`config.mk`:
```
export PLATFORM = sky130hd
export DESIGN_NAME = sdram_cmd_mem_flat
export DESIGN_NICKNAME = d
export VERILOG_FILES = /design/src/sdram_cmd_pkg.sv /design/src/sdram_cmd_if.sv /design/src/bank_tracker.sv /design/src/sdram_cmd_mem.sv /design/src/flat_wrapper.sv
export SDC_FILE = /design/constraint.sdc
export NUM_CORES = 1
export LEC_CHECK = 0
export BUFFER_PORTS_ARGS = -buffer_cell sky130_fd_sc_hd__buf_2
export CAP_MARGIN = 15
export CORE_MARGIN = 4
export CORE_UTILIZATION = 45
export DETAILED_ROUTE_END_ITERATION = 10
export PLACE_DENSITY = 0.68
export SYNTH_ARGS = -nofsm -noshare
export SYNTH_HDL_FRONTEND = slang
export SYNTH_SLANG_ARGS = --single-unit
```
`constraint.sdc`:
```
create_clock -name i_clk -period 7.8 [get_ports i_clk]
set_input_delay 2.34 -clock i_clk [delete_from_list [all_inputs] [get_ports i_clk]]
set_output_delay 2.34 -clock i_clk [all_outputs]
set_load 0.02 [all_outputs]
```
`src/sdram_cmd_pkg.sv`:
```
// package for the four-bank sdram command state logic
// assumes both ends run on one 200 mhz clock, 5 ns period
`default_nettype none
package sdram_cmd_pkg;
    localparam int CLK_PERIOD_PS = 5000;
    localparam int NUM_BANKS = 4;
    localparam int BANK_W = 2;
    localparam int DATA_W = 16;
    localparam int ADDR_W = 12;
    localparam int AUTO_PRE_BIT = 10;
    // times in ns, as printed defaults of our own choosing
    localparam int MODE_SET_DELAY_NS = 10;
    localparam int PRECHARGE_TIME_NS = 18;
    localparam int ACTIVATE_TO_COLUMN_DELAY_NS = 18;
    localparam int WRITE_RECOVERY_TIME_NS = 12;
    localparam int READ_LATENCY = 3;
    localparam int BURST_LEN = 4;
    // least times round up to whole cycles
    localparam int MODE_SET_CYC = (MODE_SET_DELAY_NS * 1000 + CLK_PERIOD_PS - 1) / CLK_PERIOD_PS;
    localparam int PRECHARGE_CYC = (PRECHARGE_TIME_NS * 1000 + CLK_PERIOD_PS - 1) / CLK_PERIOD_PS;
    localparam int ACTIVATE_CYC =
        (ACTIVATE_TO_COLUMN_DELAY_NS * 1000 + CLK_PERIOD_PS - 1) / CLK_PERIOD_PS;
    localparam int WRITE_RECOVERY_CYC =
        (WRITE_RECOVERY_TIME_NS * 1000 + CLK_PERIOD_PS - 1) / CLK_PERIOD_PS;
    localparam int CNT_W = 4;

    // decoded command; codes are {cs_n, ras_n, cas_n, we_n}
    typedef enum logic [3:0] {
        CMD_INHIBIT = 4'h8,
        CMD_NOP = 4'h7,
        CMD_ACTIVATE = 4'h3,
        CMD_READ = 4'h5,
        CMD_WRITE = 4'h4,
        CMD_PRECHARGE = 4'h2,
        CMD_REFRESH = 4'h1,
        CMD_MODE_LOAD = 4'h0,
        CMD_BURST_STOP = 4'h6
    } cmd_t;

    typedef enum logic [3:0] {
        BANK_IDLE,
        BANK_ACTIVATING,
        BANK_ACTIVE,
        BANK_READ,
        BANK_WRITE,
        BANK_READ_AP,
        BANK_WRITE_AP,
        BANK_RECOVER,
        BANK_PRECHARGING
    } bank_state_t;

    // map the four strobe levels to a command
    function automatic cmd_t decode_cmd(input logic cs_n, input logic ras_n,
                                        input logic cas_n, input logic we_n);
        if (cs_n) begin
            return CMD_INHIBIT;
        end
        return cmd_t'({1'b0, ras_n, cas_n, we_n});
    endfunction
endpackage
`default_nettype wire

```
`src/sdram_cmd_if.sv`:
```
// interface joining the memory controller to the sdram command logic
// assumes one shared clock; dq is split into input, output and enable
`timescale 1ns/1ps
`default_nettype none
interface sdram_cmd_if;
    import sdram_cmd_pkg::*;
    logic cke;
    logic cs_n;
    logic ras_n;
    logic cas_n;
    logic we_n;
    logic [BANK_W-1:0] ba;
    logic [ADDR_W-1:0] addr;
    logic [1:0] dqm;
    logic [DATA_W-1:0] ctl_dq;
    logic ctl_dq_oe_n;
    logic [DATA_W-1:0] mem_dq;
    logic mem_dq_oe_n;
    modport ctl (output cke, cs_n, ras_n, cas_n, we_n, ba, addr, dqm, ctl_dq, ctl_dq_oe_n,
                 input mem_dq, mem_dq_oe_n);
    modport mem (input cke, cs_n, ras_n, cas_n, we_n, ba, addr, dqm, ctl_dq, ctl_dq_oe_n,
                 output mem_dq, mem_dq_oe_n);
endinterface
`default_nettype wire

```
`src/bank_tracker.sv`:
```
// one bank's state tracker with its timing counter
// assumes the parent decodes commands and cross-bank interrupts
`timescale 1ns/1ps
`default_nettype none
module bank_tracker (
    input wire logic i_clk,
    input wire logic i_sys_rst,
    input wire logic i_activate,
    input wire logic i_read,
    input wire logic i_write,
    input wire logic i_auto_pre,
    input wire logic i_precharge,
    input wire logic i_burst_end,
    input wire logic i_cut_read,
    input wire logic i_cut_write,
    input wire logic i_mode_hold,
    output logic [3:0] o_state
);
    import sdram_cmd_pkg::*;
    bank_state_t state_q, state_d;
    logic [CNT_W-1:0] cnt_q, cnt_d;

    ////////////////////////////////////////////////////////////////
    // next state; no command leaves state and counter to run on
    always_comb begin
        state_d = state_q;
        cnt_d = (cnt_q != '0) ? cnt_q - 1'b1 : cnt_q;
        unique case (state_q)
            BANK_IDLE: begin
                if (i_activate) begin
                    state_d = BANK_ACTIVATING;
                    cnt_d = CNT_W'(ACTIVATE_CYC - 1);
                end
            end
            BANK_ACTIVATING, BANK_PRECHARGING: begin
                if (cnt_q == '0) begin
                    state_d = (state_q == BANK_ACTIVATING) ? BANK_ACTIVE : BANK_IDLE;
                end
            end
            BANK_ACTIVE, BANK_READ, BANK_WRITE: begin
                if (i_read || i_write) begin
                    state_d = i_auto_pre ? (i_read ? BANK_READ_AP : BANK_WRITE_AP)
                                         : (i_read ? BANK_READ : BANK_WRITE);
                end else if (i_precharge) begin
                    state_d = BANK_PRECHARGING;
                    cnt_d = CNT_W'(PRECHARGE_CYC - 1);
                end else if (i_burst_end || i_cut_read || i_cut_write) begin
                    state_d = BANK_ACTIVE;
                end
            end
            BANK_READ_AP: begin
                if (i_burst_end || i_cut_read || i_cut_write) begin
                    state_d = BANK_PRECHARGING;
                    cnt_d = CNT_W'(PRECHARGE_CYC - 1);
                end
            end
            BANK_WRITE_AP: begin
                if (i_burst_end || i_cut_read || i_cut_write) begin
                    state_d = BANK_RECOVER;
                    cnt_d = CNT_W'(WRITE_RECOVERY_CYC - 1);
                end
            end
            BANK_RECOVER: begin
                if (cnt_q == '0) begin
                    state_d = BANK_PRECHARGING;
                    cnt_d = CNT_W'(PRECHARGE_CYC - 1);
                end
            end
        endcase
        if (i_precharge && state_q != BANK_READ_AP
            && state_q != BANK_WRITE_AP && state_q != BANK_RECOVER) begin
            state_d = BANK_PRECHARGING;
            cnt_d = CNT_W'(PRECHARGE_CYC - 1);
        end
        if (i_mode_hold) begin
            state_d = BANK_IDLE;
        end
    end

    // register state
    always_ff @(posedge i_clk) begin
        if (i_sys_rst) begin
            state_q <= BANK_IDLE;
            cnt_q <= '0;
        end else begin
            state_q <= state_d;
            cnt_q <= cnt_d;
        end
    end

    assign o_state = state_q;
endmodule
`default_nettype wire

```
`src/sdram_cmd_mem.sv`:
```
// memory end: four bank trackers, burst ownership and data path
// assumes commands arrive synchronous to i_clk from a legal controller
`timescale 1ns/1ps
`default_nettype none
module sdram_cmd_mem #(
    parameter int READ_LAT = sdram_cmd_pkg::READ_LATENCY,
    parameter int BURST = sdram_cmd_pkg::BURST_LEN
) (
    input wire logic i_clk,
    input wire logic i_sys_rst,
    sdram_cmd_if.mem bus,
    output logic [4*sdram_cmd_pkg::NUM_BANKS-1:0] o_bank_states,
    output logic o_mode_busy,
    output logic o_wr_valid,
    output logic [sdram_cmd_pkg::BANK_W-1:0] o_wr_bank,
    output logic [sdram_cmd_pkg::DATA_W-1:0] o_wr_data,
    input wire logic [sdram_cmd_pkg::DATA_W-1:0] i_rd_data
);
    import sdram_cmd_pkg::*;
    cmd_t cmd;
    logic live;
    logic [NUM_BANKS-1:0] act, rd, wr, pre;
    logic [NUM_BANKS-1:0] end_b, cut_rd, cut_wr;
    logic [3:0] st [NUM_BANKS];

    ////////////////////////////////////////////////////////////////
    // command decode, ignored unless clock enable stays high and no mode-access hold runs
    assign cmd = decode_cmd(bus.cs_n, bus.ras_n, bus.cas_n, bus.we_n);
    logic cke_q;
    always_ff @(posedge i_clk) begin
        if (i_sys_rst) begin
            cke_q <= 1'b0;
        end else begin
            cke_q <= bus.cke;
        end
    end
    assign live = cke_q && bus.cke && !o_mode_busy;

    ////////////////////////////////////////////////////////////////
    // burst owner: latest read or write, with remaining beats
    logic burst_q, burst_d, burst_wr_q, burst_wr_d;
    logic [BANK_W-1:0] owner_q, owner_d;
    logic [7:0] beats_q, beats_d;
    logic new_burst, stop;
    assign new_burst = live && (cmd == CMD_READ || cmd == CMD_WRITE);
    assign stop = live && cmd == CMD_BURST_STOP;
    always_comb begin
        burst_d = burst_q;
        burst_wr_d = burst_wr_q;
        owner_d = owner_q;
        beats_d = beats_q;
        if (new_burst) begin
            burst_d = 1'b1;
            burst_wr_d = (cmd == CMD_WRITE);
            owner_d = bus.ba;
            beats_d = 8'(BURST - 1);
        end else if (stop || (burst_q && beats_q == 8'h00)) begin
            burst_d = 1'b0;
        end else if (burst_q) begin
            beats_d = beats_q - 8'h01;
        end
    end
    always_ff @(posedge i_clk) begin
        if (i_sys_rst) begin
            burst_q <= 1'b0;
            burst_wr_q <= 1'b0;
            owner_q <= '0;
            beats_q <= '0;
        end else begin
            burst_q <= burst_d;
            burst_wr_q <= burst_wr_d;
            owner_q <= owner_d;
            beats_q <= beats_d;
        end
    end

    ////////////////////////////////////////////////////////////////
    // per-bank strobes and the trackers
    logic all_pre, mode_load;
    assign all_pre = live && cmd == CMD_PRECHARGE && bus.addr[AUTO_PRE_BIT];
    assign mode_load = live && cmd == CMD_MODE_LOAD;
    for (genvar b = 0; b < NUM_BANKS; b++) begin : g_bank
        logic mine;
        logic owns;
        assign mine = bus.ba == BANK_W'(b);
        assign owns = burst_q && owner_q == BANK_W'(b);
        assign act[b] = live && cmd == CMD_ACTIVATE && mine;
        assign rd[b] = live && cmd == CMD_READ && mine;
        assign wr[b] = live && cmd == CMD_WRITE && mine;
        // precharge-all restarts idle banks too; a single precharge leaves them alone
        assign pre[b] = all_pre
            || (live && cmd == CMD_PRECHARGE && mine && st[b] != BANK_IDLE);
        assign end_b[b] = owns && (stop || beats_q == 8'h00);
        assign cut_rd[b] = owns && !mine && live && cmd == CMD_READ;
        assign cut_wr[b] = owns && !mine && live && cmd == CMD_WRITE;
        bank_tracker u_trk (
            .i_clk(i_clk),
            .i_sys_rst(i_sys_rst),
            .i_activate(act[b]),
            .i_read(rd[b]),
            .i_write(wr[b]),
            .i_auto_pre(bus.addr[AUTO_PRE_BIT]),
            .i_precharge(pre[b]),
            .i_burst_end(end_b[b]),
            .i_cut_read(cut_rd[b]),
            .i_cut_write(cut_wr[b]),
            .i_mode_hold(mode_load),
            .o_state(st[b])
        );
        assign o_bank_states[4*b +: 4] = st[b];
    end

    ////////////////////////////////////////////////////////////////
    // mode-access hold
    logic [CNT_W-1:0] mode_cnt_q, mode_cnt_d;
    always_comb begin
        mode_cnt_d = mode_cnt_q;
        if (mode_load) begin
            mode_cnt_d = CNT_W'(MODE_SET_CYC);
        end else if (mode_cnt_q != '0) begin
            mode_cnt_d = mode_cnt_q - 1'b1;
        end
    end
    always_ff @(posedge i_clk) begin
        if (i_sys_rst) begin
            mode_cnt_q <= '0;
        end else begin
            mode_cnt_q <= mode_cnt_d;
        end
    end
    assign o_mode_busy = mode_cnt_q != '0;

    ////////////////////////////////////////////////////////////////
    // read data pipe: newest read owns dq one read latency later
    logic [READ_LAT-1:0] rd_pipe_q, rd_pipe_d;
    logic [DATA_W-1:0] dq_q, dq_d;
    logic oe_n_q, oe_n_d;
    logic rd_beat;
    // beats 3..1 carry words after the command's own; beat 0 only closes the burst
    assign rd_beat = burst_q && !burst_wr_q && beats_q != 8'h00 && !stop;
    always_comb begin
        rd_pipe_d = {rd_pipe_q[READ_LAT-2:0], (live && cmd == CMD_READ) || rd_beat};
        if (live && cmd == CMD_WRITE) begin
            rd_pipe_d = '0;
        end
        oe_n_d = !(rd_pipe_q[READ_LAT-2] && !(live && cmd == CMD_WRITE));
        dq_d = i_rd_data;
    end
    always_ff @(posedge i_clk) begin
        if (i_sys_rst) begin
            rd_pipe_q <= '0;
            dq_q <= '0;
            oe_n_q <= 1'b1;
        end else begin
            rd_pipe_q <= rd_pipe_d;
            dq_q <= dq_d;
            oe_n_q <= oe_n_d;
        end
    end
    assign bus.mem_dq = dq_q;
    assign bus.mem_dq_oe_n = oe_n_q;

    ////////////////////////////////////////////////////////////////
    // write capture: data taken with the command and each burst beat
    logic wv_q, wv_d;
    logic [BANK_W-1:0] wb_q, wb_d;
    logic [DATA_W-1:0] wd_q, wd_d;
    always_comb begin
        wv_d = (live && cmd == CMD_WRITE)
            || (burst_q && burst_wr_q && beats_q != 8'h00 && !new_burst && !stop);
        wb_d = (live && cmd == CMD_WRITE) ? bus.ba : owner_q;
        wd_d = bus.ctl_dq;
    end
    always_ff @(posedge i_clk) begin
        if (i_sys_rst) begin
            wv_q <= 1'b0;
            wb_q <= '0;
            wd_q <= '0;
        end else begin
            wv_q <= wv_d;
            wb_q <= wb_d;
            wd_q <= wd_d;
        end
    end
    assign o_wr_valid = wv_q;
    assign o_wr_bank = wb_q;
    assign o_wr_data = wd_q;
endmodule
`default_nettype wire

```
`src/flat_wrapper.sv`:
```
// flat-port wrapper written by rule: the top's interface ports become plain ports
module sdram_cmd_mem_flat import sdram_cmd_pkg::*;
#(
    parameter int READ_LAT = sdram_cmd_pkg::READ_LATENCY,
    parameter int BURST = sdram_cmd_pkg::BURST_LEN
)
  (i_clk, i_sys_rst, o_bank_states, o_mode_busy, o_wr_valid, o_wr_bank, o_wr_data, i_rd_data, bus_cke, bus_cs_n, bus_ras_n, bus_cas_n, bus_we_n, bus_ba, bus_addr, bus_dqm, bus_ctl_dq, bus_ctl_dq_oe_n, bus_mem_dq, bus_mem_dq_oe_n);
  sdram_cmd_if bus_i ();
  input wire logic i_clk;
  input wire logic i_sys_rst;
  output logic [4*sdram_cmd_pkg::NUM_BANKS-1:0] o_bank_states;
  output logic o_mode_busy;
  output logic o_wr_valid;
  output logic [sdram_cmd_pkg::BANK_W-1:0] o_wr_bank;
  output logic [sdram_cmd_pkg::DATA_W-1:0] o_wr_data;
  input wire logic [sdram_cmd_pkg::DATA_W-1:0] i_rd_data;
  input wire logic [$bits(bus_i.cke)-1:0] bus_cke;
  input wire logic [$bits(bus_i.cs_n)-1:0] bus_cs_n;
  input wire logic [$bits(bus_i.ras_n)-1:0] bus_ras_n;
  input wire logic [$bits(bus_i.cas_n)-1:0] bus_cas_n;
  input wire logic [$bits(bus_i.we_n)-1:0] bus_we_n;
  input wire logic [$bits(bus_i.ba)-1:0] bus_ba;
  input wire logic [$bits(bus_i.addr)-1:0] bus_addr;
  input wire logic [$bits(bus_i.dqm)-1:0] bus_dqm;
  input wire logic [$bits(bus_i.ctl_dq)-1:0] bus_ctl_dq;
  input wire logic [$bits(bus_i.ctl_dq_oe_n)-1:0] bus_ctl_dq_oe_n;
  output wire logic [$bits(bus_i.mem_dq)-1:0] bus_mem_dq;
  output wire logic [$bits(bus_i.mem_dq_oe_n)-1:0] bus_mem_dq_oe_n;
  assign bus_i.cke = bus_cke;
  assign bus_i.cs_n = bus_cs_n;
  assign bus_i.ras_n = bus_ras_n;
  assign bus_i.cas_n = bus_cas_n;
  assign bus_i.we_n = bus_we_n;
  assign bus_i.ba = bus_ba;
  assign bus_i.addr = bus_addr;
  assign bus_i.dqm = bus_dqm;
  assign bus_i.ctl_dq = bus_ctl_dq;
  assign bus_i.ctl_dq_oe_n = bus_ctl_dq_oe_n;
  assign bus_mem_dq = bus_i.mem_dq;
  assign bus_mem_dq_oe_n = bus_i.mem_dq_oe_n;
  sdram_cmd_mem #(.READ_LAT(READ_LAT), .BURST(BURST)) u_core (.i_clk(i_clk), .i_sys_rst(i_sys_rst), .bus(bus_i), .o_bank_states(o_bank_states), .o_mode_busy(o_mode_busy), .o_wr_valid(o_wr_valid), .o_wr_bank(o_wr_bank), .o_wr_data(o_wr_data), .i_rd_data(i_rd_data));
endmodule
```
### After elaboration in Yosys (flattened, before gate mapping)

Index checks and enable logic that the tools add are counted.

| word-level totals | value |
|---|---|
| bits in registers | 87 |
| bits of input ports | 56 |
| output and inout port bits | 53 |
| word-level logic and storage cells | 404 |

| operators by class | value |
|---|---|
| add/subtract/negate cells | 6 |
| equal/unequal tests | 104 |
| muxes and demuxes | 103 |
| bitwise logic cells | 1 |
| reduce and logical (&&, ||, !) cells | 160 |

Operator list:

| operator | count |
|---|---|
| $mux W4 | 66 |
| $pmux W4 S6 | 4 |
| $pmux W4 S5 | 4 |
| $eq A4 B3 Y1 const B | 19 |
| $logic_and A1 B1 Y1 | 75 |
| $ne A3 B3 Y1 const B | 20 |
| $ne A4 B3 Y1 const B | 12 |
| $reduce_and A6 Y1 | 8 |
| $eq A4 B2 Y1 const B | 10 |
| $ne A2 B2 Y1 const B | 20 |
| $logic_not A4 Y1 | 9 |
| $mux W2 | 18 |
| $reduce_bool A4 Y1 | 9 |
| $mux W3 | 8 |
| $reduce_or A3 Y1 | 8 |
| $reduce_or A2 Y1 | 11 |
| $logic_or A1 B1 Y1 | 21 |
| $ne A5 B5 Y1 const B | 4 |
| $sub A4 B1 Y4 const B | 5 |
| $eq A4 B1 Y1 const B | 4 |
| $eq A4 B4 Y1 const B | 4 |
| $ne A4 B4 Y1 const B | 4 |
| $logic_not A1 Y1 | 10 |
| $eq A2 B2 Y1 const B | 4 |
| 10 further kinds | 17 |

### Longest topological paths before layout

| logic depth | value |
|---|---|
| depth in word-level cells | 13 |
| gate-level depth with buffers | 10 |

### Cells and area by module

A second synthesis with hierarchy kept.

| unflattened totals | value |
|---|---|
| cells, all modules | 630 |
| area total of the unflattened synthesis | 5196.2 µm² |

By module, submodules not included:

| module | instances | cells an instance | area each (µm²) | seq. area each (µm²) |
|---|---|---|---|---|
| bank_tracker | 4 | 97 | 758.2 | 160.2 |
| sdram_cmd_mem | 1 | 242 | 2163.3 | 1101.1 |

### Worst setup path before layout

No wires, ideal clock.

| path | value |
|---|---|
| path kind | input port to flip-flop |
| from | in bus_we_n |
| to | reg u_core.g_bank[1].u_trk.state_q[1] |
| arrival | 4016 ps |
| path slack | 3669 ps |
| stages on the path | 7 |
| path buffers | 1 |
| cell sequence | or3b_2 > or3_4 > buf_6 > nor3_4 > a2111oi_0 > and3_1 > a31o_1 |

| on the way | value |
|---|---|
| longest elaborated chain between the ends | 10 |
| elaborated cells between the ends (all ways) | 42 |
| classes of those cells | eq/ne: 9; mux: 7; reduce/logical: 26 |

RTL lines:

| element | line | RTL |
|---|---|---|
| from (decl) | flat_wrapper.sv:21 | `input wire logic [$bits(bus_i.we_n)-1:0] bus_we_n;` |
| $mux W4 * | sdram_cmd_pkg.sv:58 | `return cmd_t'({1'b0, ras_n, cas_n, we_n});` |
| parallel branches: the longest is 9 deep, another holds $pmux W4 S6 | n/a |  |
| to (signal assigned) | bank_tracker.sv:86 | `state_q <= state_d;` |
| to (decl) | bank_tracker.sv:20 | `bank_state_t state_q, state_d;` |

Every way passes the cells marked *.
A chain may end at the register's enable or synchronous reset.

### Final worst setup path

| path | value |
|---|---|
| from | in bus_cas_n |
| to | reg u_core.g_bank[0].u_trk.state_q[3] |

| on the way | value |
|---|---|
| longest elaborated chain between the ends | 11 |
| elaborated cells between the ends (all ways) | 42 |
| classes of those cells | eq/ne: 11; mux: 5; reduce/logical: 26 |

RTL lines:

| element | line | RTL |
|---|---|---|
| from (decl) | flat_wrapper.sv:20 | `input wire logic [$bits(bus_i.cas_n)-1:0] bus_cas_n;` |
| $mux W4 * | sdram_cmd_pkg.sv:58 |  |
| $eq A4 B2 Y1 | sdram_cmd_mem.sv:80, sdram_cmd_mem.sv:92 |  |
| $logic_and A1 B1 Y1 | sdram_cmd_mem.sv:80, sdram_cmd_mem.sv:92 |  |
| $logic_and A1 B1 Y1 (2 in a row) | sdram_cmd_mem.sv:92 | `\|\| (live && cmd == CMD_PRECHARGE && mine && st[b] != BANK_IDLE);` |
| $logic_or A1 B1 Y1 | sdram_cmd_mem.sv:92 |  |
| $logic_and A1 B1 Y1 | bank_tracker.sv:70 | `if (i_precharge && state_q != BANK_READ_AP` |
| $logic_and A1 B1 Y1 (2 in a row) | bank_tracker.sv:71 | `&& state_q != BANK_WRITE_AP && state_q != BANK_RECOVER) begin` |
| $ne A5 B5 Y1 (no source line) or $ne A3 B3 Y1 (tied branches) | n/a |  |
| $reduce_and A6 Y1 (no source line) | n/a |  |
| to (signal assigned) | bank_tracker.sv:86 |  |
| to (decl) | bank_tracker.sv:20 |  |

Mark *: on every way between the ends. The rest lies on a longest branch, timed or not.

==> flow_summary.yaml <==
outcome:
  outcome: "completed"
logic_synthesis:
  netlist_area_mm2: 0.00525
  ys_warn_count: 0
  synthMuxAreaShare_pct: 2.17
  ys_seq_elements: 87
  yosysTopAreaCellShare_pct: 33.2
  async_reset_ff_share_pct: 0
  synthCells: 647
  ys_seq_area_share_pct: 33.2
  syn_nets: 712
  synth_compound_area_share_pct: 23.7
  synth_xor_area_share_pct: 3.00
  yosys-top-cells-area: "dfxtp_1 33%, nor2b_1 6.1%, a21oi_1 4.5%"
  synthTopCellsByCount: "87 x dfxtp_1, 52 x nor2_1, 51 x nor2b_1"
  synth_ff_type: "dfxtp_1"
  postSynthAreaPerCell_um2: 8.11
  synth-edff-count: 0
  synthAdderAreaFrac_pct: 2.15
  yosysTopAreaCell: "dfxtp_1"
  synth_top_family_by_area: "simple AND/OR/NAND/NOR gates"
  synth_most_common_cell: "dfxtp_1"
  yosys.area_share.simple_pct: 30.8
  synthDistinctLibCells: 82
detailed_routing:
  wl_mm: 13.5
  vias_per_cell: 5.89
  wl_per_cell_um: 15.7
  drtIter0Drc: 357
  vias: 5055
  route.detailed.drc: 0
  drt_first_pass_iters: 5
  drt.antenna.violating_nets: 0
cells_and_area:
  drive_above_1_share_pct: 20.6
  multi_input_area_mm2: 0.00324
  stdcell_count: 858
  area_delta_synth_final_pct: 14.7
  layout.nets: 775
  fill_cells: 1099
  regArea_mm2: 0.00174
  diodes: 0
  fin_util_pct: 52.7
  design_area_mm2: 0.00602
cts:
  ctsHoldBuffers: 0
  post_cts_buffers: 0
  tritoncts_num_sinks: 87
  path_clk_slew_ns: 0.07
  cts_root_buffer: "clkbuf_16"
  cts-resized-gates: 0
  cts_tree: "done"
  htreeDepth: 3
  cts_buffers: 9
  clock_latency_ns: 0.35
  clockBufferDepth: 2
floorplan:
  rows: 39
  start_util_pct: 46.0
  die_x_um: 116
  die_y_um: 116
  die-area_mm2: 0.0135
  core_area_mm2: 0.0114
  io-pin-count: 109
sta:
  fin_crit_ns: 4.32
  tns_ns: 0
  setup_ws_ns: 3.48
  hold_ws_ns: 0.372
  hold_viol: 0
  max_freq_mhz: 232
  relSlewSlack_pct: 47.4
  finalSetupViolations: 0
  min_period_over_period_pct: 55.3
  finClkSkew_ns: 0.0103
  worst_pin_slew_ns: 0.788
  rsz0062_at_grt: "no"
  maxSlewViolCount: 0
power_and_ir_drop:
  leakagePower_nw: 2.41
  pwr-share-seq_pct: 33.3
  switching_share_pct: 40.1
  total_power_mw: 1.81
  powerDensity_mw_per_mm2: 301
  irDropWorstVdd_v: 0.000180
  pwr-share-comb_pct: 43.1
  power_frac_clock_pct: 23.6
  power_switching_uw: 726
  intPower_mw: 1.08
grt:
  antenna_found_initial: 0
  overflow: 0
  grt_pass1_vias: 4650
  grt_usage_pct: 20.1
  grt_pass1_wl_mm: 22.1
  grt_max_degree: 73
run:
  maxCapViolations: 0
setup_path:
  critPathKind: "in -> reg"
  slowest_delay_ns: 0.54
  worstPathMaxFanout: 12
  worst_setup_path_start_kind: "input port"
  rrSetupSlack_ns: 4.92
  r2r_cells: 7
  setup.worst_path.end_class: "register"
  cp_cell_sequence: "buf_2, or3b_2, or3_4, nor2_4, o32ai_2, a21o_1, a211o_1"
  critPathArrivalTime_ns: 4.56
  cp_slowest_cell: "or3b_2"
  crit_required_ns: 8.04
place:
  portBuffers: 94
  dpl_cell_area_mm2: 0.00573
  dp_cells: 842
  gp_congestion: 0.898
  post-dp-hpwl_mm: 9.63
  dpl_worst_slack_ns: 3.19
min_path:
  hold_depth: 1
  min_path_type: "reg -> reg"
-- flip-flops by register name (all words and copies together), names as in the netlist --
name                         flops
u_core.g_bank.u_trk.cnt_q       16
u_core.o_wr_bank                 2
u_core.bus.mem_dq_oe_n           1
u_core.beats_q                   8
u_core.g_bank.u_trk.o_state     16
u_core.o_wr_valid                1
u_core.cke_q                     1
u_core.mode_cnt_q                4
u_core.owner_q                   2
u_core.bus.mem_dq               16
u_core.burst_q                   1
u_core.o_wr_data                16
u_core.rd_pipe_q                 2
u_core.burst_wr_q                1
-- kinds of logic after synthesis --
logic type,count (synthesis)
buf+inv,65
compound gates,174
mux,11
simple gates,283
flops,87
fa+ha+maj,9
xor+xnor,18
-- routing by layer --
layer  part of all wire [%]  global-route usage, %
met5                      0                      0
met4                    2.2                   7.73
met3                    7.0                   4.65
met2                     48                   32.1
met1                     43                   26.4
-- worst max-delay path, delay by kind of cell --
| kind | cells | cell delay (ns) |
|---|---|---|
| compound gates | 3 | 0.69 |
| buf+inv | 1 | 0.23 |
| simple gates | 3 | 1.28 |
-- layout make-up --
type	count	share of cell area, %
repair buffers	95	7.94
well taps	143	2.97
clock buffers	9	3.74
clock inverters	7	1.14
flip-flops and latches	87	28.9
multi-input cells	495	53.9
inverters	22	1.37
-- path summary, 6_finish.rpt --
kind                                       endpoint                 start
setup / recovery  u_core.g_bank[0].u_trk.o_state[3]             bus_cas_n
hold / removal               u_core.bus.mem_dq_oe_n   u_core.rd_pipe_q[1]
setup reg to reg  u_core.g_bank[0].u_trk.o_state[2]  u_core.mode_cnt_q[2]
hold reg to reg              u_core.bus.mem_dq_oe_n   u_core.rd_pipe_q[1]
-- cells in the final DEF (no fill, tap or decap), types with 4 or more instances in the layout --
cell type  count
nor2b_1       51
inv_1         21
nand2_1       47
clkbuf_16      9
o21a_1         4
a21boi_0       7
buf_2         94
nand3b_1      11
nand4_1        6
o2111ai_1      5
ha_1           9
nor4_1        11
a221oi_1       4
nand3_1       13
a31oi_1       10
o22ai_1        7
dfxtp_1       87
or3_1          5
nor3b_1        7
and2_1         5
or3b_2         4
o21ai_0       23
nand4b_1       4
nor2_1        52
xor2_1        11
a21oi_1       47
nor3_1        23
or4_1          4
and3_1         4
nand2b_1      16
xnor2_1        7
a22o_1         4
a211oi_1       4
a22oi_1        5
a21o_1         5
a211o_1        8
mux2i_1        8
-- power by group through the flow --
stage | Combinational (mW) | Clock [mW] | Sequential (mW)
5_1_grt | 0.876 | 0.461 | 0.616
4_1_cts | 0.777 | 0.440 | 0.599
3_3_place_gp | 0.753 | 0 | 0.607
6_report | 0.781 | 0.427 | 0.603
2_1_floorplan | 0.639 | 0 | 0.587
3_5_place_dp | 0.773 | 0 | 0.609
Power figures use the tool's default switching activity.
